### config.mk
export PLATFORM = sky130hd
export DESIGN_NAME = cswr_clock_switch
export DESIGN_NICKNAME = d
export VERILOG_FILES = /design/src/common/cswr_pkg.sv /design/src/hdl/cswr_clock_switch.sv
export VERILOG_INCLUDE_DIRS = /design/src /design/src/common
export SDC_FILE = /design/constraint.sdc
export NUM_CORES = 1
export LEC_CHECK = 0
export ABC_AREA = 1
export BUFFER_PORTS_ARGS = -buffer_cell sky130_fd_sc_hd__buf_4
export CAP_MARGIN = 20
export CELL_PAD_IN_SITES_DETAIL_PLACEMENT = 1
export CELL_PAD_IN_SITES_GLOBAL_PLACEMENT = 1
export CORE_MARGIN = 5
export CORE_UTILIZATION = 24
export DETAILED_ROUTE_END_ITERATION = 8
export MAX_ROUTING_LAYER = met4
export PLACE_DENSITY_LB_ADDON = 0.1
export SYNTH_ARGS = -nofsm -noshare
export SYNTH_HDL_FRONTEND = slang
export SYNTH_SLANG_ARGS = --single-unit
### constraint.sdc
create_clock -name i_clk -period 2.5 [get_ports i_clk]
set_input_delay 0.375 -clock i_clk [delete_from_list [all_inputs] [get_ports i_clk]]
set_output_delay 0.375 -clock i_clk [all_outputs]
set_load 0.01 [all_outputs]
### src/common/cswr_consts.svh
// constants for the clock switch and reference output block
`ifndef CSWR_CONSTS_SVH
`define CSWR_CONSTS_SVH
// ============================================================
// register byte addresses
`define CSWR_ADDR_OSC_CTRL 12'h000
`define CSWR_ADDR_REF_CTRL 12'h004
`define CSWR_ADDR_STATUS 12'h008
// ============================================================
// unlock keys
`define CSWR_KEY_HI_1 8'h78
`define CSWR_KEY_HI_2 8'h9A
`define CSWR_KEY_LO_1 8'h46
`define CSWR_KEY_LO_2 8'h57
// ============================================================
// source codes
`define CSWR_SRC_FRC 3'h0
`define CSWR_SRC_FRC_PLL 3'h1
`define CSWR_SRC_PRI 3'h2
`define CSWR_SRC_PRI_PLL 3'h3
`define CSWR_SRC_SEC 3'h4
`define CSWR_SRC_LOW_POWER_RC 3'h5
`define CSWR_SRC_LPFRC_DIV 3'h6
`define CSWR_SRC_FRC_DIV 3'h7
// ============================================================
// field positions
`define CSWR_CUR_LSB 12
`define CSWR_NEW_LSB 8
`define CSWR_LOCK_BIT 7
`define CSWR_PLL_LOCK_BIT 5
`define CSWR_FAIL_BIT 3
`define CSWR_SEC_EN_BIT 1
`define CSWR_REQ_BIT 0
`define CSWR_REF_EN_BIT 15
`define CSWR_REF_SLP_BIT 13
`define CSWR_REF_SEL_BIT 12
`define CSWR_REF_DIV_LSB 8
// ============================================================
// timing: settle count in new-clock cycles
`define CSWR_SETTLE_CYCLES 4'hA
`define CSWR_REF_CTRL_RESET 16'h0000
`endif

### src/common/cswr_pkg.sv
// types for the clock switch and reference output block
package cswr_pkg;
  typedef enum logic [2:0] {
    CSWR_IDLE,
    CSWR_START,
    CSWR_SETTLE
  } cswr_state_t;
  typedef enum logic [1:0] {
    CSWR_UNL_NONE,
    CSWR_UNL_KEY1,
    CSWR_UNL_OPEN
  } cswr_unlock_t;
endpackage

### src/hdl/cswr_clock_switch.sv
// clock switch controller with reference clock divider and apb registers
//
// The APB register port and the register offsets were decided locally.
`timescale 1ns/1ps
`include "cswr_consts.svh"
// ============================================================
module cswr_clock_switch #(
  parameter int DIV_W = 15 // reference divider counter width
) (
  input wire logic i_clk, // system clock 250 mhz
  input wire logic i_rst_b, // synchronous reset, active low
  input wire logic psel, // apb select
  input wire logic penable, // apb enable
  input wire logic pwrite, // apb direction
  input wire logic [11:0] paddr, // apb byte address
  input wire logic [31:0] pwdata, // apb write data
  input wire logic [3:0] pstrb, // apb byte strobes
  output logic pready, // apb ready
  output logic [31:0] prdata, // apb read data
  output logic pslverr, // apb error on unmapped address
  input wire logic i_switch_enable_cfg, // low enables switching
  input wire logic i_failsafe_cfg, // fail-safe monitor configured
  input wire logic [2:0] i_initial_source_cfg, // power-on source
  input wire logic [1:0] i_primary_submode_cfg, // primary submode, fixed
  input wire logic i_sleep, // device in sleep
  input wire logic i_low_power_rc_needed, // watchdog, monitor or calendar uses low_power_rc
  input wire logic i_clock_fail, // monitor detected failure pulse
  input wire logic i_osc_startup_done, // oscillator start-up timer pin
  input wire logic i_pll_lock, // pll lock pin
  input wire logic i_new_clk_tick, // new source clock level, async
  input wire logic i_primary_clk, // primary oscillator level, async
  output logic [2:0] o_sys_source, // system clock source select
  output logic [7:0] o_osc_power, // per source run enable
  output logic o_ref_clock_pin, // reference clock pin level
  output logic o_ref_clock_oe, // reference pin output enable
  output logic o_half_rate_clock_out // half rate clock output
);
  // ============================================================
  // state record
  typedef struct packed {
    cswr_pkg::cswr_state_t st; // switch sequencer state
    cswr_pkg::cswr_unlock_t unl_hi; // high byte unlock progress
    cswr_pkg::cswr_unlock_t unl_lo; // low byte unlock progress
    logic init_done; // config captured after reset
    logic [2:0] cur_src; // current source
    logic [2:0] new_src; // new source selection
    logic [2:0] old_src; // source being left
    logic sel_lock; // selection lock
    logic pll_locked; // pll lock status
    logic fail; // clock fail flag
    logic sec_en; // secondary oscillator enable
    logic req; // switch request
    logic [15:0] ref_ctrl; // reference clock control
    logic [3:0] settle; // new clock edges counted
    logic [2:0] tick_sync; // new clock synchroniser
    logic [2:0] pri_sync; // primary clock synchroniser
    logic [DIV_W-1:0] ref_cnt; // reference divider counter
    logic ref_out; // reference output level
    logic half; // half rate output
    logic [31:0] rdata; // registered read data
  } cswr_regs_t;

  cswr_regs_t r; // current state
  cswr_regs_t next_r; // next state

  // ============================================================
  // helper decoding
  // three bit source codes, pll codes 001 and 011, primary 010 and 011
  function automatic logic is_pll(input logic [2:0] s);
    is_pll = (s == `CSWR_SRC_FRC_PLL) || (s == `CSWR_SRC_PRI_PLL);
  endfunction
  function automatic logic is_pri(input logic [2:0] s);
    is_pri = (s == `CSWR_SRC_PRI) || (s == `CSWR_SRC_PRI_PLL);
  endfunction

  logic sw_en; // switching allowed
  logic wr_acc; // apb write access phase
  logic rd_acc; // apb read access phase
  logic acc; // any access phase
  logic mapped; // address decodes
  logic osc_wr; // write access to oscillator control
  logic tick_rise; // agreed rising edge of new clock
  logic base_rise; // reference base edge
  logic ref_run; // reference divider allowed to run
  logic [3:0] div_shift; // counter stages used by the selected code
  logic [DIV_W:0] div_mask; // divider terminal mask
  logic [15:0] osc_view; // oscillator control readback

  assign sw_en = !i_switch_enable_cfg;
  assign acc = psel && penable;
  assign wr_acc = acc && pwrite;
  assign rd_acc = acc && !pwrite;
  assign mapped = (paddr == `CSWR_ADDR_OSC_CTRL) || (paddr == `CSWR_ADDR_REF_CTRL) ||
                  (paddr == `CSWR_ADDR_STATUS);
  assign osc_wr = wr_acc && (paddr == `CSWR_ADDR_OSC_CTRL);
  assign pready = 1'b1;
  assign pslverr = acc && !mapped;
  assign prdata = r.rdata;
  // edge counts once the second stage is high and the third stage is still low
  // stage zero may go metastable and is read by nothing but stage one
  assign tick_rise = r.tick_sync[1] && r.tick_sync[2] == 1'b0 ? 1'b1 : 1'b0;
  assign base_rise = r.ref_ctrl[`CSWR_REF_SEL_BIT] ? (r.pri_sync[1] && !r.pri_sync[2]) : 1'b1;
  // sleep gating of the reference output
  assign ref_run = r.ref_ctrl[`CSWR_REF_EN_BIT] && (!i_sleep ||
                   (r.ref_ctrl[`CSWR_REF_SLP_BIT] && r.ref_ctrl[`CSWR_REF_SEL_BIT] && is_pri(r.cur_src)));
  // power of two divider terminal, code n from one up gives 2^n
  // code n needs a toggle every 2^(n-1) base edges, so the terminal count uses
  // one stage less than the code; code zero and code one both toggle on every
  // base edge of the system clock, and code zero on the primary base bypasses
  // the counter altogether
  assign div_shift = (r.ref_ctrl[`CSWR_REF_DIV_LSB +: 4] == 4'h0) ? 4'h0 :
                     r.ref_ctrl[`CSWR_REF_DIV_LSB +: 4] - 4'h1;
  assign div_mask = ((DIV_W+1)'(1) << div_shift) - (DIV_W+1)'(1);
  // lock bit reads zero for non-pll source
  assign osc_view = {1'b0, r.cur_src, 1'b0, r.new_src, r.sel_lock, 1'b0,
                     r.pll_locked && is_pll(r.cur_src), 1'b0, r.fail, 1'b0, r.sec_en, r.req};

  // ============================================================
  // next state
  always_comb begin
    next_r = r;
    next_r.tick_sync = {r.tick_sync[1:0], i_new_clk_tick};
    next_r.pri_sync = {r.pri_sync[1:0], i_primary_clk};
    // capture straps after reset release
    if (!r.init_done) begin
      next_r.init_done = 1'b1;
      next_r.cur_src = i_initial_source_cfg;
      next_r.new_src = i_initial_source_cfg;
      next_r.old_src = i_initial_source_cfg;
    end
    if (!sw_en) begin
      next_r.cur_src = i_initial_source_cfg;
    end
    if (i_pll_lock) begin
      next_r.pll_locked = 1'b1;
    end
    // fail flag set by monitor, only when monitor is active
    if (i_clock_fail && i_failsafe_cfg && sw_en) begin
      next_r.fail = 1'b1;
    end
    // ============================================================
    // register writes, unlock sequencing on oscillator control only
    // each byte lane has its own key tracker; a lane only opens after both keys
    // arrive in consecutive access phases, and an opened lane closes after the
    // next access whatever it was, so a stray read between keys also relocks
    if (osc_wr && pstrb[1]) begin
      case (r.unl_hi)
        cswr_pkg::CSWR_UNL_NONE: begin
          next_r.unl_hi = (pwdata[15:8] == `CSWR_KEY_HI_1) ? cswr_pkg::CSWR_UNL_KEY1 : cswr_pkg::CSWR_UNL_NONE;
        end
        cswr_pkg::CSWR_UNL_KEY1: begin
          next_r.unl_hi = (pwdata[15:8] == `CSWR_KEY_HI_2) ? cswr_pkg::CSWR_UNL_OPEN : cswr_pkg::CSWR_UNL_NONE;
        end
        cswr_pkg::CSWR_UNL_OPEN: begin
          if (!(r.sel_lock && i_failsafe_cfg)) begin
            next_r.new_src = pwdata[`CSWR_NEW_LSB +: 3];
          end
          next_r.unl_hi = cswr_pkg::CSWR_UNL_NONE;
        end
        default: begin
          next_r.unl_hi = cswr_pkg::CSWR_UNL_NONE;
        end
      endcase
    end else if (acc) begin
      // any other access expires the unlock
      next_r.unl_hi = cswr_pkg::CSWR_UNL_NONE;
    end
    if (osc_wr && pstrb[0]) begin
      case (r.unl_lo)
        cswr_pkg::CSWR_UNL_NONE: begin
          next_r.unl_lo = (pwdata[7:0] == `CSWR_KEY_LO_1) ? cswr_pkg::CSWR_UNL_KEY1 : cswr_pkg::CSWR_UNL_NONE;
        end
        cswr_pkg::CSWR_UNL_KEY1: begin
          next_r.unl_lo = (pwdata[7:0] == `CSWR_KEY_LO_2) ? cswr_pkg::CSWR_UNL_OPEN : cswr_pkg::CSWR_UNL_NONE;
        end
        cswr_pkg::CSWR_UNL_OPEN: begin
          next_r.unl_lo = cswr_pkg::CSWR_UNL_NONE;
          next_r.sec_en = pwdata[`CSWR_SEC_EN_BIT];
          // selection lock is set only
          if (pwdata[`CSWR_LOCK_BIT]) begin
            next_r.sel_lock = 1'b1;
          end
          // fail flag is clear only; a new failure wins
          if (!pwdata[`CSWR_FAIL_BIT] && !(i_clock_fail && i_failsafe_cfg && sw_en)) begin
            next_r.fail = 1'b0;
          end
          // request ignored while disabled, or locked with fail-safe configured
          if (pwdata[`CSWR_REQ_BIT] && sw_en && !(r.sel_lock && i_failsafe_cfg)) begin
            next_r.req = 1'b1;
          end
        end
        default: begin
          next_r.unl_lo = cswr_pkg::CSWR_UNL_NONE;
        end
      endcase
    end else if (acc) begin
      // any other access expires the unlock
      next_r.unl_lo = cswr_pkg::CSWR_UNL_NONE;
    end
    if (wr_acc && paddr == `CSWR_ADDR_REF_CTRL) begin
      // reserved bits stay zero
      if (pstrb[1]) begin
        next_r.ref_ctrl[15:8] = pwdata[15:8] & 8'hBF;
      end
    end
    // ============================================================
    // switch sequencer, processor never stalled
    // the bus stays live in every state, so software may poll the request bit
    // while the new source starts; the request bit stays set until the
    // sequencer finishes the changeover, aborts a redundant switch or switching is disabled
    case (r.st)
      cswr_pkg::CSWR_IDLE: begin
        if (r.req && r.init_done) begin
          if (r.new_src == r.cur_src) begin
            next_r.req = 1'b0;
          end else begin
            // clear lock and fail at valid start
            next_r.pll_locked = 1'b0;
            next_r.fail = 1'b0;
            next_r.old_src = r.cur_src;
            next_r.settle = 4'h0;
            next_r.st = cswr_pkg::CSWR_START;
          end
        end
      end
      cswr_pkg::CSWR_START: begin
        // wait start-up timer for primary and pll lock for pll sources
        if ((!is_pri(r.new_src) || i_osc_startup_done) && (!is_pll(r.new_src) || i_pll_lock)) begin
          next_r.st = cswr_pkg::CSWR_SETTLE;
        end
      end
      cswr_pkg::CSWR_SETTLE: begin
        if (tick_rise) begin
          next_r.settle = r.settle + 4'h1;
          if (r.settle == `CSWR_SETTLE_CYCLES - 4'h1) begin
            next_r.cur_src = r.new_src;
            next_r.req = 1'b0;
            next_r.st = cswr_pkg::CSWR_IDLE;
          end
        end
      end
      default: begin
        next_r.st = cswr_pkg::CSWR_IDLE;
      end
    endcase
    // request held at zero while disabled
    // this override comes last so no path above can leave a request standing
    if (!sw_en) begin
      next_r.req = 1'b0;
      next_r.st = cswr_pkg::CSWR_IDLE;
    end
    // ============================================================
    // reference divider
    // the pin toggles once every 2^(n-1) base edges for code n, so one full
    // output period spans 2^n base periods
    if (!ref_run) begin
      next_r.ref_cnt = '0;
      next_r.ref_out = 1'b0;
    end else if (r.ref_ctrl[`CSWR_REF_SEL_BIT] && r.ref_ctrl[`CSWR_REF_DIV_LSB +: 4] == 4'h0) begin
      // code zero on the primary base follows its synchronised level
      next_r.ref_cnt = '0;
      next_r.ref_out = r.pri_sync[1];
    end else if (base_rise) begin
      // code zero on the system clock toggles each edge, the fastest a flop gives
      if (({1'b0, r.ref_cnt} & div_mask) == div_mask) begin
        next_r.ref_cnt = '0;
        next_r.ref_out = !r.ref_out;
      end else begin
        next_r.ref_cnt = r.ref_cnt + DIV_W'(1);
      end
    end
    // half rate output in internal and primary modes
    // it is the system clock divided by two, held low on the secondary source
    next_r.half = (r.cur_src != `CSWR_SRC_SEC) ? !r.half : 1'b0;
    // read data capture
    // data is latched in the setup cycle so prdata is a flop output that stands
    // for the whole access phase; between transfers it returns to zero
    next_r.rdata = 32'h0000_0000;
    if (psel && !penable && !pwrite) begin
      case (paddr)
        `CSWR_ADDR_OSC_CTRL: next_r.rdata = {16'h0000, osc_view};
        `CSWR_ADDR_REF_CTRL: next_r.rdata = {16'h0000, r.ref_ctrl};
        `CSWR_ADDR_STATUS: next_r.rdata = {29'h0000_0000, r.st};
        default: next_r.rdata = 32'h0000_0000;
      endcase
    end else if (rd_acc) begin
      next_r.rdata = r.rdata;
    end
  end

  // ============================================================
  // state register
  always_ff @(posedge i_clk) begin
    if (!i_rst_b) begin
      r <= '0;
      r.ref_ctrl <= `CSWR_REF_CTRL_RESET;
    end else begin
      r <= next_r;
    end
  end

  // ============================================================
  // oscillator power, old source off unless still needed
  // the enables are combinational from registered state, so the previous source
  // drops in the same cycle that the current field moves over
  always_comb begin
    o_osc_power = 8'h00;
    o_osc_power[r.cur_src] = 1'b1;
    if (r.st != cswr_pkg::CSWR_IDLE) begin
      o_osc_power[r.new_src] = 1'b1;
    end
    if (i_low_power_rc_needed) begin
      o_osc_power[`CSWR_SRC_LOW_POWER_RC] = 1'b1;
    end
    if (r.sec_en) begin
      o_osc_power[`CSWR_SRC_SEC] = 1'b1;
    end
    // primary off in sleep unless the enabled reference selects it
    if (i_sleep && !(r.ref_ctrl[`CSWR_REF_SEL_BIT] && r.ref_ctrl[`CSWR_REF_EN_BIT])) begin
      o_osc_power[`CSWR_SRC_PRI] = 1'b0;
      o_osc_power[`CSWR_SRC_PRI_PLL] = 1'b0;
    end
  end

  // primary submode input is not used; the outputs below come straight from registered state
  assign o_ref_clock_pin = r.ref_out;
  assign o_ref_clock_oe = r.ref_ctrl[`CSWR_REF_EN_BIT];
  assign o_sys_source = r.cur_src;
  assign o_half_rate_clock_out = r.half;
endmodule

== After elaboration in Yosys (flattened, before gate mapping) ==
Cells that the tools add are included.
Cells by class
  shift operators: 1
  reductions and logical operators: 73
  equality and inequality tests: 28
  bitwise operators: 5
  $add $sub $neg: 4
  div/mod/pow operators: 0
  order comparisons: 4
  multipliers: 0
  muxes and demuxes: 62
Operators with widths (number)
  32-bit two-way mux: 2
  3-bit two-way mux: 17
  16-bit case mux with 3 select lines: 1
  1-bit logical AND: 29
  8-bit by 7-bit == test with 1-bit output (second input constant): 3
  1-bit two-way mux: 19
  2-bit two-way mux: 9
  15-bit by 16-bit AND with 16-bit output: 1
  16-bit == test: 1
  4-bit two-way mux: 4
  1-bit by 4-bit left shift with 16-bit output (first input constant): 1
  16-bit by 2-bit subtractor with 16-bit output (second input constant): 1
  15-bit by 1-bit adder with 15-bit output (second input constant): 1
  3-bit by 2-bit == test with 1-bit output (second input constant): 5
  15-bit two-way mux: 1
  1-bit logical NOT: 14
  12-bit by 3-bit == test with 1-bit output (second input constant): 1
  12-bit by 4-bit == test with 1-bit output (second input constant): 1
  12-bit logical NOT: 1
  2-bit inequality test (second input constant): 5
  2-bit AND reduction: 5
  2-bit nonzero test: 5
  3-bit by 1-bit == test with 1-bit output (second input constant): 3
  1-bit logical OR: 9
  other kinds (29): 38
Word-level totals
  memory bits (writable): 0
  bits of input ports: 67
  memory bits (read-only): 0
  latch bits: 0
  word-level logic and storage cells: 197
  memories kept: 0
  flip-flop bits (word level): 88

== Logic depth before layout (Yosys ltp) ==
Gate-level depths: netlist of run 1.
  word-level depth: 10
  depth in mapped cells: 21

== Least setup slack after synthesis of run 1 ==
Ideal clock, no wire load.
  kind: reg2reg
  start point: register r[67] (netlist name)
  end point: register r[40] (netlist name)
  clock period less this slack: 2.557 ns
  cell stages (with the launch flop): 20
  slack: -0.057 ns
  path buffers: 1
  arrival: 2.437 ns
  path through: dfxtp_1 inv_2 ha_1 nand2_1 nand2_2 nand2_2 nand2_2 nor2_1 inv_2 ha_1 nor2_1 a21oi_1 nand2_1 inv_1 o21ai_0 nor3_2 nand4_1 nand2_2 buf_6 nor3_2
Between the ends
  longest elaborated chain between the ends: 7
RTL lines
  start: declaration: line cswr_clock_switch.sv:63  | cswr_regs_t r;
  start signal: assignment: line cswr_clock_switch.sv:298  | r <= next_r;
  4-bit by 1-bit subtractor with 4-bit output or 4-bit logical NOT (tied branches): line cswr_clock_switch.sv:112, cswr_clock_switch.sv:111, cswr_clock_switch.sv:259
  4-bit two-way mux: line cswr_clock_switch.sv:111  | assign div_shift = (r.ref_ctrl[`CSWR_REF_DIV_LSB +: 4] == 4'h0) ? 4'h0 :
  1-bit by 4-bit left shift with 16-bit output: line cswr_clock_switch.sv:113  | assign div_mask = ((DIV_W+1)'(1) << div_shift) - (DIV_W+1)'(1);
  16-bit by 2-bit subtractor with 16-bit output: line cswr_clock_switch.sv:113
  15-bit by 16-bit AND with 16-bit output: line cswr_clock_switch.sv:265  | if (({1'b0, r.ref_cnt} & div_mask) == div_mask) begin
  16-bit == test: line cswr_clock_switch.sv:265
  15-bit two-way mux: line cswr_clock_switch.sv:265
Several ways; a longest one is shown, not always the timed one.
A chain may end at the register's enable or synchronous reset.

== Worst setup path in the final report of run 1 ==
  start point: register r[67] (netlist name)
  end point: register r[48] (netlist name)
Same word-level chain as after synthesis.

==> summary.md, run 1 <==
| Metric | Value |
|---|---|
| Hold depth | 3 |
| Top_reg_cell synth | dfxtp_1 |
| Clock Pin Slew Worst Setup and Hold Paths | about 70 ps |
| Largest net degree at the start of global routing | 25 |
| Wirelength per Cell | 15.1 um |
| Sequential element share of the synthesized area | 0.303 |
| Number of synthesized register bits | 65 |
| CP top delay family | simple AND/OR/NAND/NOR gates |
| Largest cells by area after synthesis | dfxtp_1 (30%), nand2_1 (12%), inv_1 (7.8%) |
| Layout cells sized above 1 | 0.292 |
| Vias in the first global route | 4803 |
| Worst Path Arrival | approximately 2700 ps |
| Post-synthesis instance area | 0.00429 mm2 |
| Clk_lat worst skew | around 340 ps |
| Max cap viols | 0 |
| Final Core Density | 0.327 |
| Critical Path, Cell by Cell | inv_2, ha_4, nand2_4, nand2_4, buf_6, nand3_2, inv_2, o21ai_2, buf_4, nand2_1, nor2_2, nand3_1, nand3_1, nand2_1, nor2_4, nand4_1, nand2_2, clkbuf_16, nor2_2 |
| Boundary Pins | between 100 and 150 |
| Drt drc | 0 |
| CTS hold repair buffers | 0 |
| Crit-path slowest cell | dfxtp_2 |
| Final TNS setup | 0 ps |
| Critical path type | flip-flop to flip-flop |
| Area growth from synthesis to layout | 35.5% |
| Synthesis Warnings | 0 |
| LEAKAGE | approximately 2.6 nW |
| Die W | ~140 um |
| Via count | approximately 4.5k |
| Drt total wl | ~15000 um |
| Worst hold slack | about 210 ps |
| CTS buffer count | 9 |
| Max Transition Viols Final | 0 |
| Post-synth ARST share | 0 |
| Setup Viol. Count Final | 0 |
| GP Congestion | about 0.8 |
| Startpoint Class | flip-flop |
| Worst r2r src | r[67]$_SDFFE_PN0P_ |
| PD cells | ~450 mW/mm2 |
| Synth top area share | 0.303 |
| Post-synth top area cell | dfxtp_1 |
| RSZ-0062 raised after global routing | true |
| Total track usage | 0.149 |
| Root Buffer | clkbuf_16 |
| Final Hold Fails | 0 |
| Core Box Area | between 0.015 and 0.02 mm2 |
| DRC violation total after the first TritonRoute iteration | ~110 |
| Hold wc startpoint | i_new_clk_tick |
| Period utilization | 0.999 |
| Status | finished, final reports clean |
| Rows | roughly 50 |
| List of most frequent post-synthesis cells | nand2_1 (142), inv_1 (89), dfxtp_1 (65), nor2_1 (55), nand3_1 (48) |
| Synth cell types | 44 |
| Syn_area_per_cell | between 6 and 7 um2 |
| Crit path largest cell delay | between 300 and 400 ps |
| Minimum clock period | 2500 ps |
| Number of synthesized flops with an enable pin | 0 |
| Count leader, synth | nand2_1 |
| DR pass1 iterations | 4 |
| Worst path bufs/invs | 5 |
| Sequential cell area | about 0.0013 mm2 |
| Reg2Reg Depth | 19 |
| TritonCTS clock tree | done |
| Vias per cell | approximately 4.6 |
| GRT overflow | 0 |
| Crit end category | flip-flop |
| Initial antenna violation count | 0 |
| Starting density of the core | 0.241 |
| Post-DP HPWL | between 10000 and 15000 um |
| Worst-path maximum fanout | 7 |
| Cells after synthesis | roughly 660 |
| N_diodes | 0 |
| Post-DRT Antenna Nets | 0 |
| # nets final | 834 |
| Clk_skew | about 12 ps |
| Placed Instances | slightly below 1k |
| Reg2Reg Setup Slack | 4 ps |
| Area of the multi-input gates | ~0.0026 mm2 |
| Clock sinks | between 60 and 70 |
| CP required | ~2700 ps |
| I/O Buffers | 74 |
| First-pass GRT wire length | approximately 24000 um |
| WHS Endpoint | next_r[53]$_SDFF_PN0_ |
| Hold Path Class | primary input to flip-flop |
| Fillcell total | 2262 |
| Max clock buf depth | 2 |
| Reg-to-Reg End | r[48]$_SDFFE_PP0N_ |
| Worst vdd ir | roughly 0.32 mV |
| Die ar. | 0.0207 mm2 |
| Non-Filler Instances | approximately 1000 |
| Htree depth | 3 |
| Die H | roughly 140 um |
| FMAX | around 0.40 GHz |
## report_power, final
group / switching, mW / internal, mW
registers: 0.0188 / 1.05
clock network: 0.538 / 0.791
logic: 0.113 / 0.0897
total: 0.670 / 1.93
## flip-flops by register name (all words and copies together), names as in the netlist
| name | count |
|---|---|
| o_ref_clock_pin | 1 |
| next_r | 4 |
| o_ref_clock_oe | 1 |
| prdata | 13 |
| o_half_rate_clock_out | 1 |
| o_sys_source | 3 |
| osc_view | 7 |
| r | 35 |
## worst min-delay path: stages
cell,delay (ps)
buf_4,80
nand2_1,40
inv_1,40
## through the flow
step | worst slack [ps] | cell area (um2) | power (mW)
floorplan | 26.3 | 4360 | 1.20
global placement | -77.9 | 5200 | 1.29
detailed placement | -120 | 5200 | 1.30
CTS | 0.264 | 5690 | 2.65
global route | -169 | 5810 | 2.71
finish | 3.70 | 5810 | 2.60
## layout by cell type, fill, tap and decap left out, types with 10 or more instances in the layout
cell         n
nand2_2     14
conb_1      20
a21oi_1     45
nand2_1    131
nand3_1     42
nor3_1      14
inv_1       86
clkbuf_16   10
dfxtp_1     62
nor2_2      18
o21ai_0     29
nor2_1      45
buf_4      116
nand4_1     12
## kinds of logic (layout without fill, tap and decap cells)
kind of cell,after synthesis,in the layout,share of synthesized area
AO/OA/AOI/OAI,106,106,0.136
XOR/XNOR,12,12,0.0245
adder cells (fa/ha/maj),7,7,0.0204
buffers and inverters,145,233,0.164
flip-flops,65,65,0.303
other,2,20,0.00175
AND/OR/NAND/NOR,322,322,0.350
## routing by layer
layer  track usage  vias up  wire length [um]
li1              -     2295                 -
met1         0.151     2164              6020
met2         0.289       64              8330
met3        0.0333       12               513
met4        0.0367        0               183
met5             -        -                 0
## area by class of cell
type | count | share of cell area
tap | 229 | 0.0493
clock buffer | 9 | 0.0387
timing repair buffer | 121 | 0.165
sequential | 65 | 0.224
multi-input combinational | 467 | 0.446
clock inverter | 7 | 0.0144
inverter | 96 | 0.0620
## worst max-delay path by stage
stage / startpoint / endpoint / slack, ps / cells past startpoint
after floorplan: r[67]$_SDFFE_PN0P_ / r[40]$_SDFFE_PP0N_ / 30 / 19
after global placement: r[68]$_SDFFE_PN0P_ / r[41]$_SDFFE_PP0N_ / -80 / 19
after detailed placement: r[68]$_SDFFE_PN0P_ / r[37]$_SDFFE_PP0N_ / -120 / 19
after CTS: r[68]$_SDFFE_PN0P_ / r[41]$_SDFFE_PP0N_ / 0.3 / 18
after global routing: r[68]$_SDFFE_PN0P_ / r[36]$_SDFFE_PP0N_ / -170 / 20
final: r[67]$_SDFFE_PN0P_ / r[48]$_SDFFE_PP0N_ / 4 / 19
## what timing repair did
action | 4_1_cts | 5_1_grt
endpoints found under the setup margin | 16 | 16
gates resized for setup | 38 | 34
buffers inserted | 3 | 0
cloned | 1 | 0
pin swaps | 12 | 13
Power figures use the tool's default switching activity.
==> run 2, diff against run 1 <==
==> constraint.sdc (replaced) <==
create_clock -name i_clk -period 3.25 [get_ports i_clk]
set_input_delay 0.4875 -clock i_clk [delete_from_list [all_inputs] [get_ports i_clk]]
set_output_delay 0.4875 -clock i_clk [all_outputs]
set_load 0.01 [all_outputs]
==> summary.md, run 2 (same netlist as run 1, synthesis figures left out) <==
| Metric | Value |
|---|---|
| Tot Pwr | 1.95 mW (-25%) |
| Boundary Pins | 115 (unchanged) |
| Final TNS setup | 0 ps (unchanged) |
| LEAKAGE | 2.36 nW (-10%) |
| Via count | 4347 (-4.1%) |
| Clock Pin Slew Worst Setup and Hold Paths | 60 ps (about the same) |
| CP required | 3470 ps (+740 ps) |
| CTS buffer count | 9 (unchanged) |
| Crit path largest cell delay | 350 ps (+20 ps) |
| Crit-path slowest cell | dfxtp_1 |
| Worst vdd ir | 0.242 mV (-24%) |
| Root Buffer | clkbuf_16 |
| Drt drc | 0 (unchanged) |
| Internal | 1.48 mW (-23%) |
| Drt total wl | 14300 um (-4.6%) |
| Largest net degree at the start of global routing | 25 (unchanged) |
| Die W | 144 um (unchanged) |
| Max Transition Viols Final | 0 (unchanged) |
| Critical Path, Cell by Cell | inv_2, ha_2, nand2_1, nand2_2, nand2_2, nand2_2, nor2_1, inv_2, ha_1, nand3_2, nor2_2, nand3_1, nand3_1, nand2_1, nor2_2, nand4_1, nand2_2, buf_12, nor3_1 |
| Crit end category | flip-flop |
| Hold Path Class | primary input to flip-flop |
| Most used cell, CP | nand2_2 |
| Clock sinks | 65 (unchanged) |
| Rows | 49 (unchanged) |
| FMAX | 0.348 GHz (-13%) |
| Max cap viols | 0 (unchanged) |
| Final Hold Fails | 0 (unchanged) |
| DRC violation total after the first TritonRoute iteration | 170 (+50%) |
| Startpoint Class | flip-flop |
| Combinational power share | 0.079 (about the same) |
| Starting density of the core | 0.241 (unchanged) |
| Period utilization | 0.884 (-0.114) |
| Core Box Area | 0.0178 mm2 (unchanged) |
| Setup Viol. Count Final | 0 (unchanged) |
| Status | finished, final reports clean |
| Post-DRT Antenna Nets | 0 (unchanged) |
| Worst slew pin tran | 895 ps |
| Clk_lat worst skew | 340 ps (about the same) |
| Die ar. | 0.0207 mm2 (unchanged) |
| Vias per cell | 4.58 (+0.40%) |
| Critical path type | flip-flop to flip-flop |
| Final Core Density | 0.292 (-0.0351) |
| Layout cells sized above 1 | 0.183 (-0.108) |
| Switching Fraction | 0.240 (-0.0175) |
| GP Congestion | 0.805 (+0.64%) |
| Fillcell total | 2253 (-0.40%) |
| Clk_skew | 7.20 ps (-5.27 ps) |
| I/O Buffers | 74 (unchanged) |
| Die H | 144 um (unchanged) |
| Clk pwr share | 0.499 (-0.012) |
| Vias in the first global route | 4602 (-4.2%) |
| Reg power frac | 0.422 (+0.011) |
| Most common cell after layout, fill and taps aside | nand2_1 |
| Worst Path Arrival | 3090 ps (+360 ps) |
| Most flop-heavy register | r |
| Most frequent cells in the layout | nand2_1 (142), inv_1 (89), buf_4 (77) |
| Area growth from synthesis to layout | 20.9% |
| P_sw | 468 uW (-30%) |
| Max clock buf depth | 2 (unchanged) |
| Worst-path maximum fanout | 14 (+7) |
| # nets final | 791 (-5.2%) |
| TritonCTS clock tree | done |
| GRT overflow | 0 (unchanged) |
| Minimum clock period | 2870 ps (+378 ps) |
| Slew margin rel. | 0.401 |
| RSZ-0062 raised after global routing | false |
| PD cells | 375 mW/mm2 (-16%) |
| DR pass1 iterations | 4 (unchanged) |
| First-pass GRT wire length | 23100 um (-2.2%) |
| Total track usage | 0.147 (-0.00175) |
| Flip-flop count of the largest register after layout | 35 (unchanged) |
| Htree depth | 3 (unchanged) |
| CP top delay family | simple AND/OR/NAND/NOR gates |
| Post-DP HPWL | 11800 um (-2.5%) |
| Postcts setup bufs | 0 (-3) |
| N_diodes | 0 (unchanged) |
| Initial antenna violation count | 0 (unchanged) |
| Worst path bufs/invs | 3 (-2) |
| CTS hold repair buffers | 0 (unchanged) |
| Wirelength per Cell | 15.1 um (-0.10%) |
[run 2: cell count changes in the layout (fill, tap and decap cells not counted), moves of 4 or more]
| cell | before | now |
|---|---|---|
| buf_4 | 116 | 77 |
| nand2_1 | 131 | 142 |
| nand2_2 | 14 | 9 |
| nand2_4 | 7 | 1 |
| nand3_1 | 42 | 48 |
| nand3_2 | 7 | 2 |
| nor2_1 | 45 | 55 |
| nor2_2 | 18 | 14 |
| nor2_4 | 7 | 1 |
| o21ai_2 | 6 | 1 |
[run 2: path summary, 6_finish.rpt]
check	startpoint	end	slack (ps)	cells after the start
worst max-delay path	r[67]$_SDFFE_PN0P_	r[37]$_SDFFE_PP0N_	380	19
worst min-delay path	i_new_clk_tick	next_r[53]$_SDFF_PN0_	330	3
worst min register to register	next_r[53]$_SDFF_PN0_	next_r[54]$_SDFF_PN0_	430	2
worst max register to register	r[67]$_SDFFE_PN0P_	r[37]$_SDFFE_PP0N_	380	19
[run 2: final cells by class]
class | instances | area, um2 | share of cell area
Clock inverter | 3 | 42.5 | 0.00820
Clock buffer | 11 | 243 | 0.0468
Sequential cell | 65 | 1300 | 0.251
Timing Repair Buffer | 78 | 598 | 0.115
Multi-Input combinational cell | 467 | 2360 | 0.454
Tap cell | 229 | 287 | 0.0552
Inverter | 96 | 360 | 0.0694
[run 2: worst min-delay path: cells and delay by family]
family	cells	cell delay, ps
buffers and inverters	2	120
AND/OR/NAND/NOR	1	40
[run 2: power groups by stage]
stage / Clock [mW] / Sequential, mW / Combinational, mW
after floorplan: 0 / 0.831 / 0.0940
after global placement: 0 / 0.840 / 0.153
after global routing: 1.04 / 0.823 / 0.171
after CTS: 1.01 / 0.822 / 0.156
final: 0.972 / 0.822 / 0.153
after detailed placement: 0 / 0.839 / 0.155
[run 2: per-layer routing]
layer / up-vias / GRT usage / routed length, um
met2: 72 / 0.265 / 7550
met3: 25 / 0.0296 / 461
met5: - / - / 0
met4: 0 / 0.0525 / 317
li1: 2204 / - / -
met1: 2046 / 0.161 / 6020
[run 2: stage by stage]
stage	hold slack, ps	cells	cell area, um2	worst slack, ps
final	333	949	5190	376
after global routing	342	949	5190	50.2
after CTS	319	949	5190	258
after detailed placement	414	935	4900	266
after global placement	407	935	4900	308
after floorplan	390	677	4360	693
[run 2: what timing repair did]
| action | 4_1_cts | 5_1_grt |
|---|---|---|
| endpoints found under the setup margin | 0 | 1 |
| hold endpoints to repair | 0 | 0 |
| resized for setup | 0 | 1 |
==> run 3, diff against run 2 <==
--- a/config.mk
+++ b/config.mk
@@ -11,6 +11,7 @@
 export CAP_MARGIN = 20
 export CELL_PAD_IN_SITES_DETAIL_PLACEMENT = 1
 export CELL_PAD_IN_SITES_GLOBAL_PLACEMENT = 1
+export CORE_ASPECT_RATIO = 0.9
 export CORE_MARGIN = 5
 export CORE_UTILIZATION = 24
 export DETAILED_ROUTE_END_ITERATION = 8
==> summary.md, run 3 (same netlist as run 1, synthesis figures left out) <==
| Metric | Value |
|---|---|
| Status | finished, final reports clean |
| Core Box Area | 0.0176 mm2 (-0.94%) |
| PD cells | 379 mW/mm2 (+0.94%) |
| Setup Viol. Count Final | 0 (unchanged) |
| GRT overflow | 0 (unchanged) |
| Worst vdd ir | 0.299 mV (+24%) |
| FMAX | 0.335 GHz (-3.7%) |
| Rows | 46 (-6.1%) |
| Final TNS setup | 0 ps (unchanged) |
| Htree depth | 3 (unchanged) |
| Initial antenna violation count | 0 (unchanged) |
| DP Area | 0.00494 mm2 (+0.74%) |
| Die W | 151 um (+5.0%) |
| Worst Path Arrival | 3210 ps (+120 ps) |
| Most flop-heavy register | r |
| Critical path type | flip-flop to flip-flop |
| Worst slew pin tran | 835 ps (-60.5 ps) |
| Die ar. | 0.0207 mm2 (about the same) |
| Slew margin rel. | 0.441 (+0.0405) |
| Max cap viols | 0 (unchanged) |
| Total track usage | 0.154 (+0.00644) |
| First-pass GRT wire length | 23900 um (+3.8%) |
| Starting density of the core | 0.244 (+0.00230) |
| Crit path largest cell delay | 350 ps (about the same) |
| Clock Pin Slew Worst Setup and Hold Paths | 60 ps (about the same) |
| I/O Buffers | 74 (unchanged) |
| DR pass1 iterations | 4 (unchanged) |
| Area growth from synthesis to layout | 22.1% |
| RSZ-0062 raised after global routing | false |
| Worst-path maximum fanout | 11 (-3) |
| DRC violation total after the first TritonRoute iteration | 164 (-3.5%) |
| Final Hold Fails | 0 (unchanged) |
| LEAKAGE | 2.38 nW (+0.94%) |
| Crit-path slowest cell | dfxtp_1 |
| Postcts setup bufs | 0 (unchanged) |
| # nets final | 794 (+0.38%) |
| N_diodes | 0 (unchanged) |
| Most used cell, CP | nand2_2 |
| Fin area | 0.00524 mm2 (+0.94%) |
| Boundary Pins | 115 (unchanged) |
| Max Transition Viols Final | 0 (unchanged) |
| Flip-flop count of the largest register after layout | 35 (unchanged) |
| Period utilization | 0.919 (+0.0342) |
| Largest net degree at the start of global routing | 25 (unchanged) |
| Die H | 137 um (-4.8%) |
| CP required | 3470 ps (about the same) |
| CTS hold repair buffers | 0 (unchanged) |
| Via count | 4342 (-0.12%) |
| Vias per cell | 4.50 (-1.7%) |
| Wirelength per Cell | 15.4 um (+2.0%) |
| Most frequent cells in the layout | nand2_1 (142), inv_1 (89), buf_4 (80) |
| CP top delay family | simple AND/OR/NAND/NOR gates |
| Clk_lat worst skew | 350 ps (about the same) |
| Startpoint Class | flip-flop |
| Drt drc | 0 (unchanged) |
| Vias in the first global route | 4617 (+0.33%) |
| Root Buffer | clkbuf_16 |
| Max clock buf depth | 2 (unchanged) |
| Post-DRT Antenna Nets | 0 (unchanged) |
| Most common cell after layout, fill and taps aside | nand2_1 |
| Worst path bufs/invs | 3 (unchanged) |
| CTS buffer count | 9 (unchanged) |
| TritonCTS clock tree | done |
| Post_cts resized | 0 (unchanged) |
| Layout cells sized above 1 | 0.189 (+0.00589) |
| Clk_skew | 9.71 ps (+2.52 ps) |
| Clock sinks | 65 (unchanged) |
| Post-DP HPWL | 12100 um (+2.6%) |
| Drt total wl | 14900 um (+3.6%) |
| GP Congestion | 0.853 (+5.9%) |
| Minimum clock period | 2990 ps (+111 ps) |
| Crit end category | flip-flop |
| Critical Path, Cell by Cell | inv_2, ha_2, nand2_1, nand2_2, nand2_2, nand2_2, nor2_2, inv_2, ha_1, nand3_2, nor2_2, nand3_1, nand3_1, nand2_1, nor2_2, nand4_1, nand2_2, buf_12, nor3b_1 |
| Hold Path Class | primary input to flip-flop |
-- run 3: layer usage --
metal,vias up,global-route usage,routed length (um)
met5,-,-,0
met4,0,0.0358,172
met3,14,0.0354,639
met2,86,0.230,6270
met1,2045,0.212,7790
li1,2197,-,-
-- run 3: area by class of cell --
class	count	area, um2
timing repair buffer	81	621
multi-input combinational	467	2360
sequential	65	1300
fill	2262	12400
inverter	96	360
clock buffer	11	243
clock inverter	4	52.6
tap	240	300
-- run 3: final timing paths --
check	start	end	slack, ps	cells after the start
min reg2reg	next_r[53]$_SDFF_PN0_	next_r[54]$_SDFF_PN0_	430	2
max reg2reg	r[67]$_SDFFE_PN0P_	r[47]$_SDFFE_PP0N_	260	19
max	r[67]$_SDFFE_PN0P_	r[47]$_SDFFE_PP0N_	260	19
min	i_primary_clk	next_r[50]$_SDFF_PN0_	330	3
-- run 3: metrics by stage --
stage | instances | hold WS (ps) | total power, mW | setup slack [ps] | utilization
6_report | 964 | 330 | 1.98 | 264 | 0.297
3_5_place_dp | 949 | 411 | 0.993 | 235 | 0.280
3_3_place_gp | 949 | 407 | 0.993 | 290 | 0.280
5_1_grt | 964 | 318 | 2.07 | 23.9 | 0.297
4_1_cts | 964 | 316 | 2.02 | 221 | 0.297
2_1_floorplan | 677 | 390 | 0.925 | 693 | -
-- run 3: worst reg2reg max path, stage by stage, from the launching register on --
cell	delay (ps)
dfxtp_1	350
inv_2	140
ha_2	250
nand2_1	80
nand2_2	130
nand2_2	100
nand2_2	120
nor2_2	60
inv_2	90
ha_1	250
nand3_2	180
nor2_2	230
nand3_1	120
nand3_1	90
nand2_1	70
nor2_2	190
nand4_1	130
nand2_2	110
buf_12	150
nor3b_1	70
-- run 3: where the power goes --
part / switching, mW / internal, mW / leakage, nW / total, mW
clock network: 0.395 / 0.614 / 0.146 / 1.01
registers: 0.0143 / 0.808 / 0.527 / 0.822
logic: 0.0863 / 0.0678 / 1.71 / 0.154
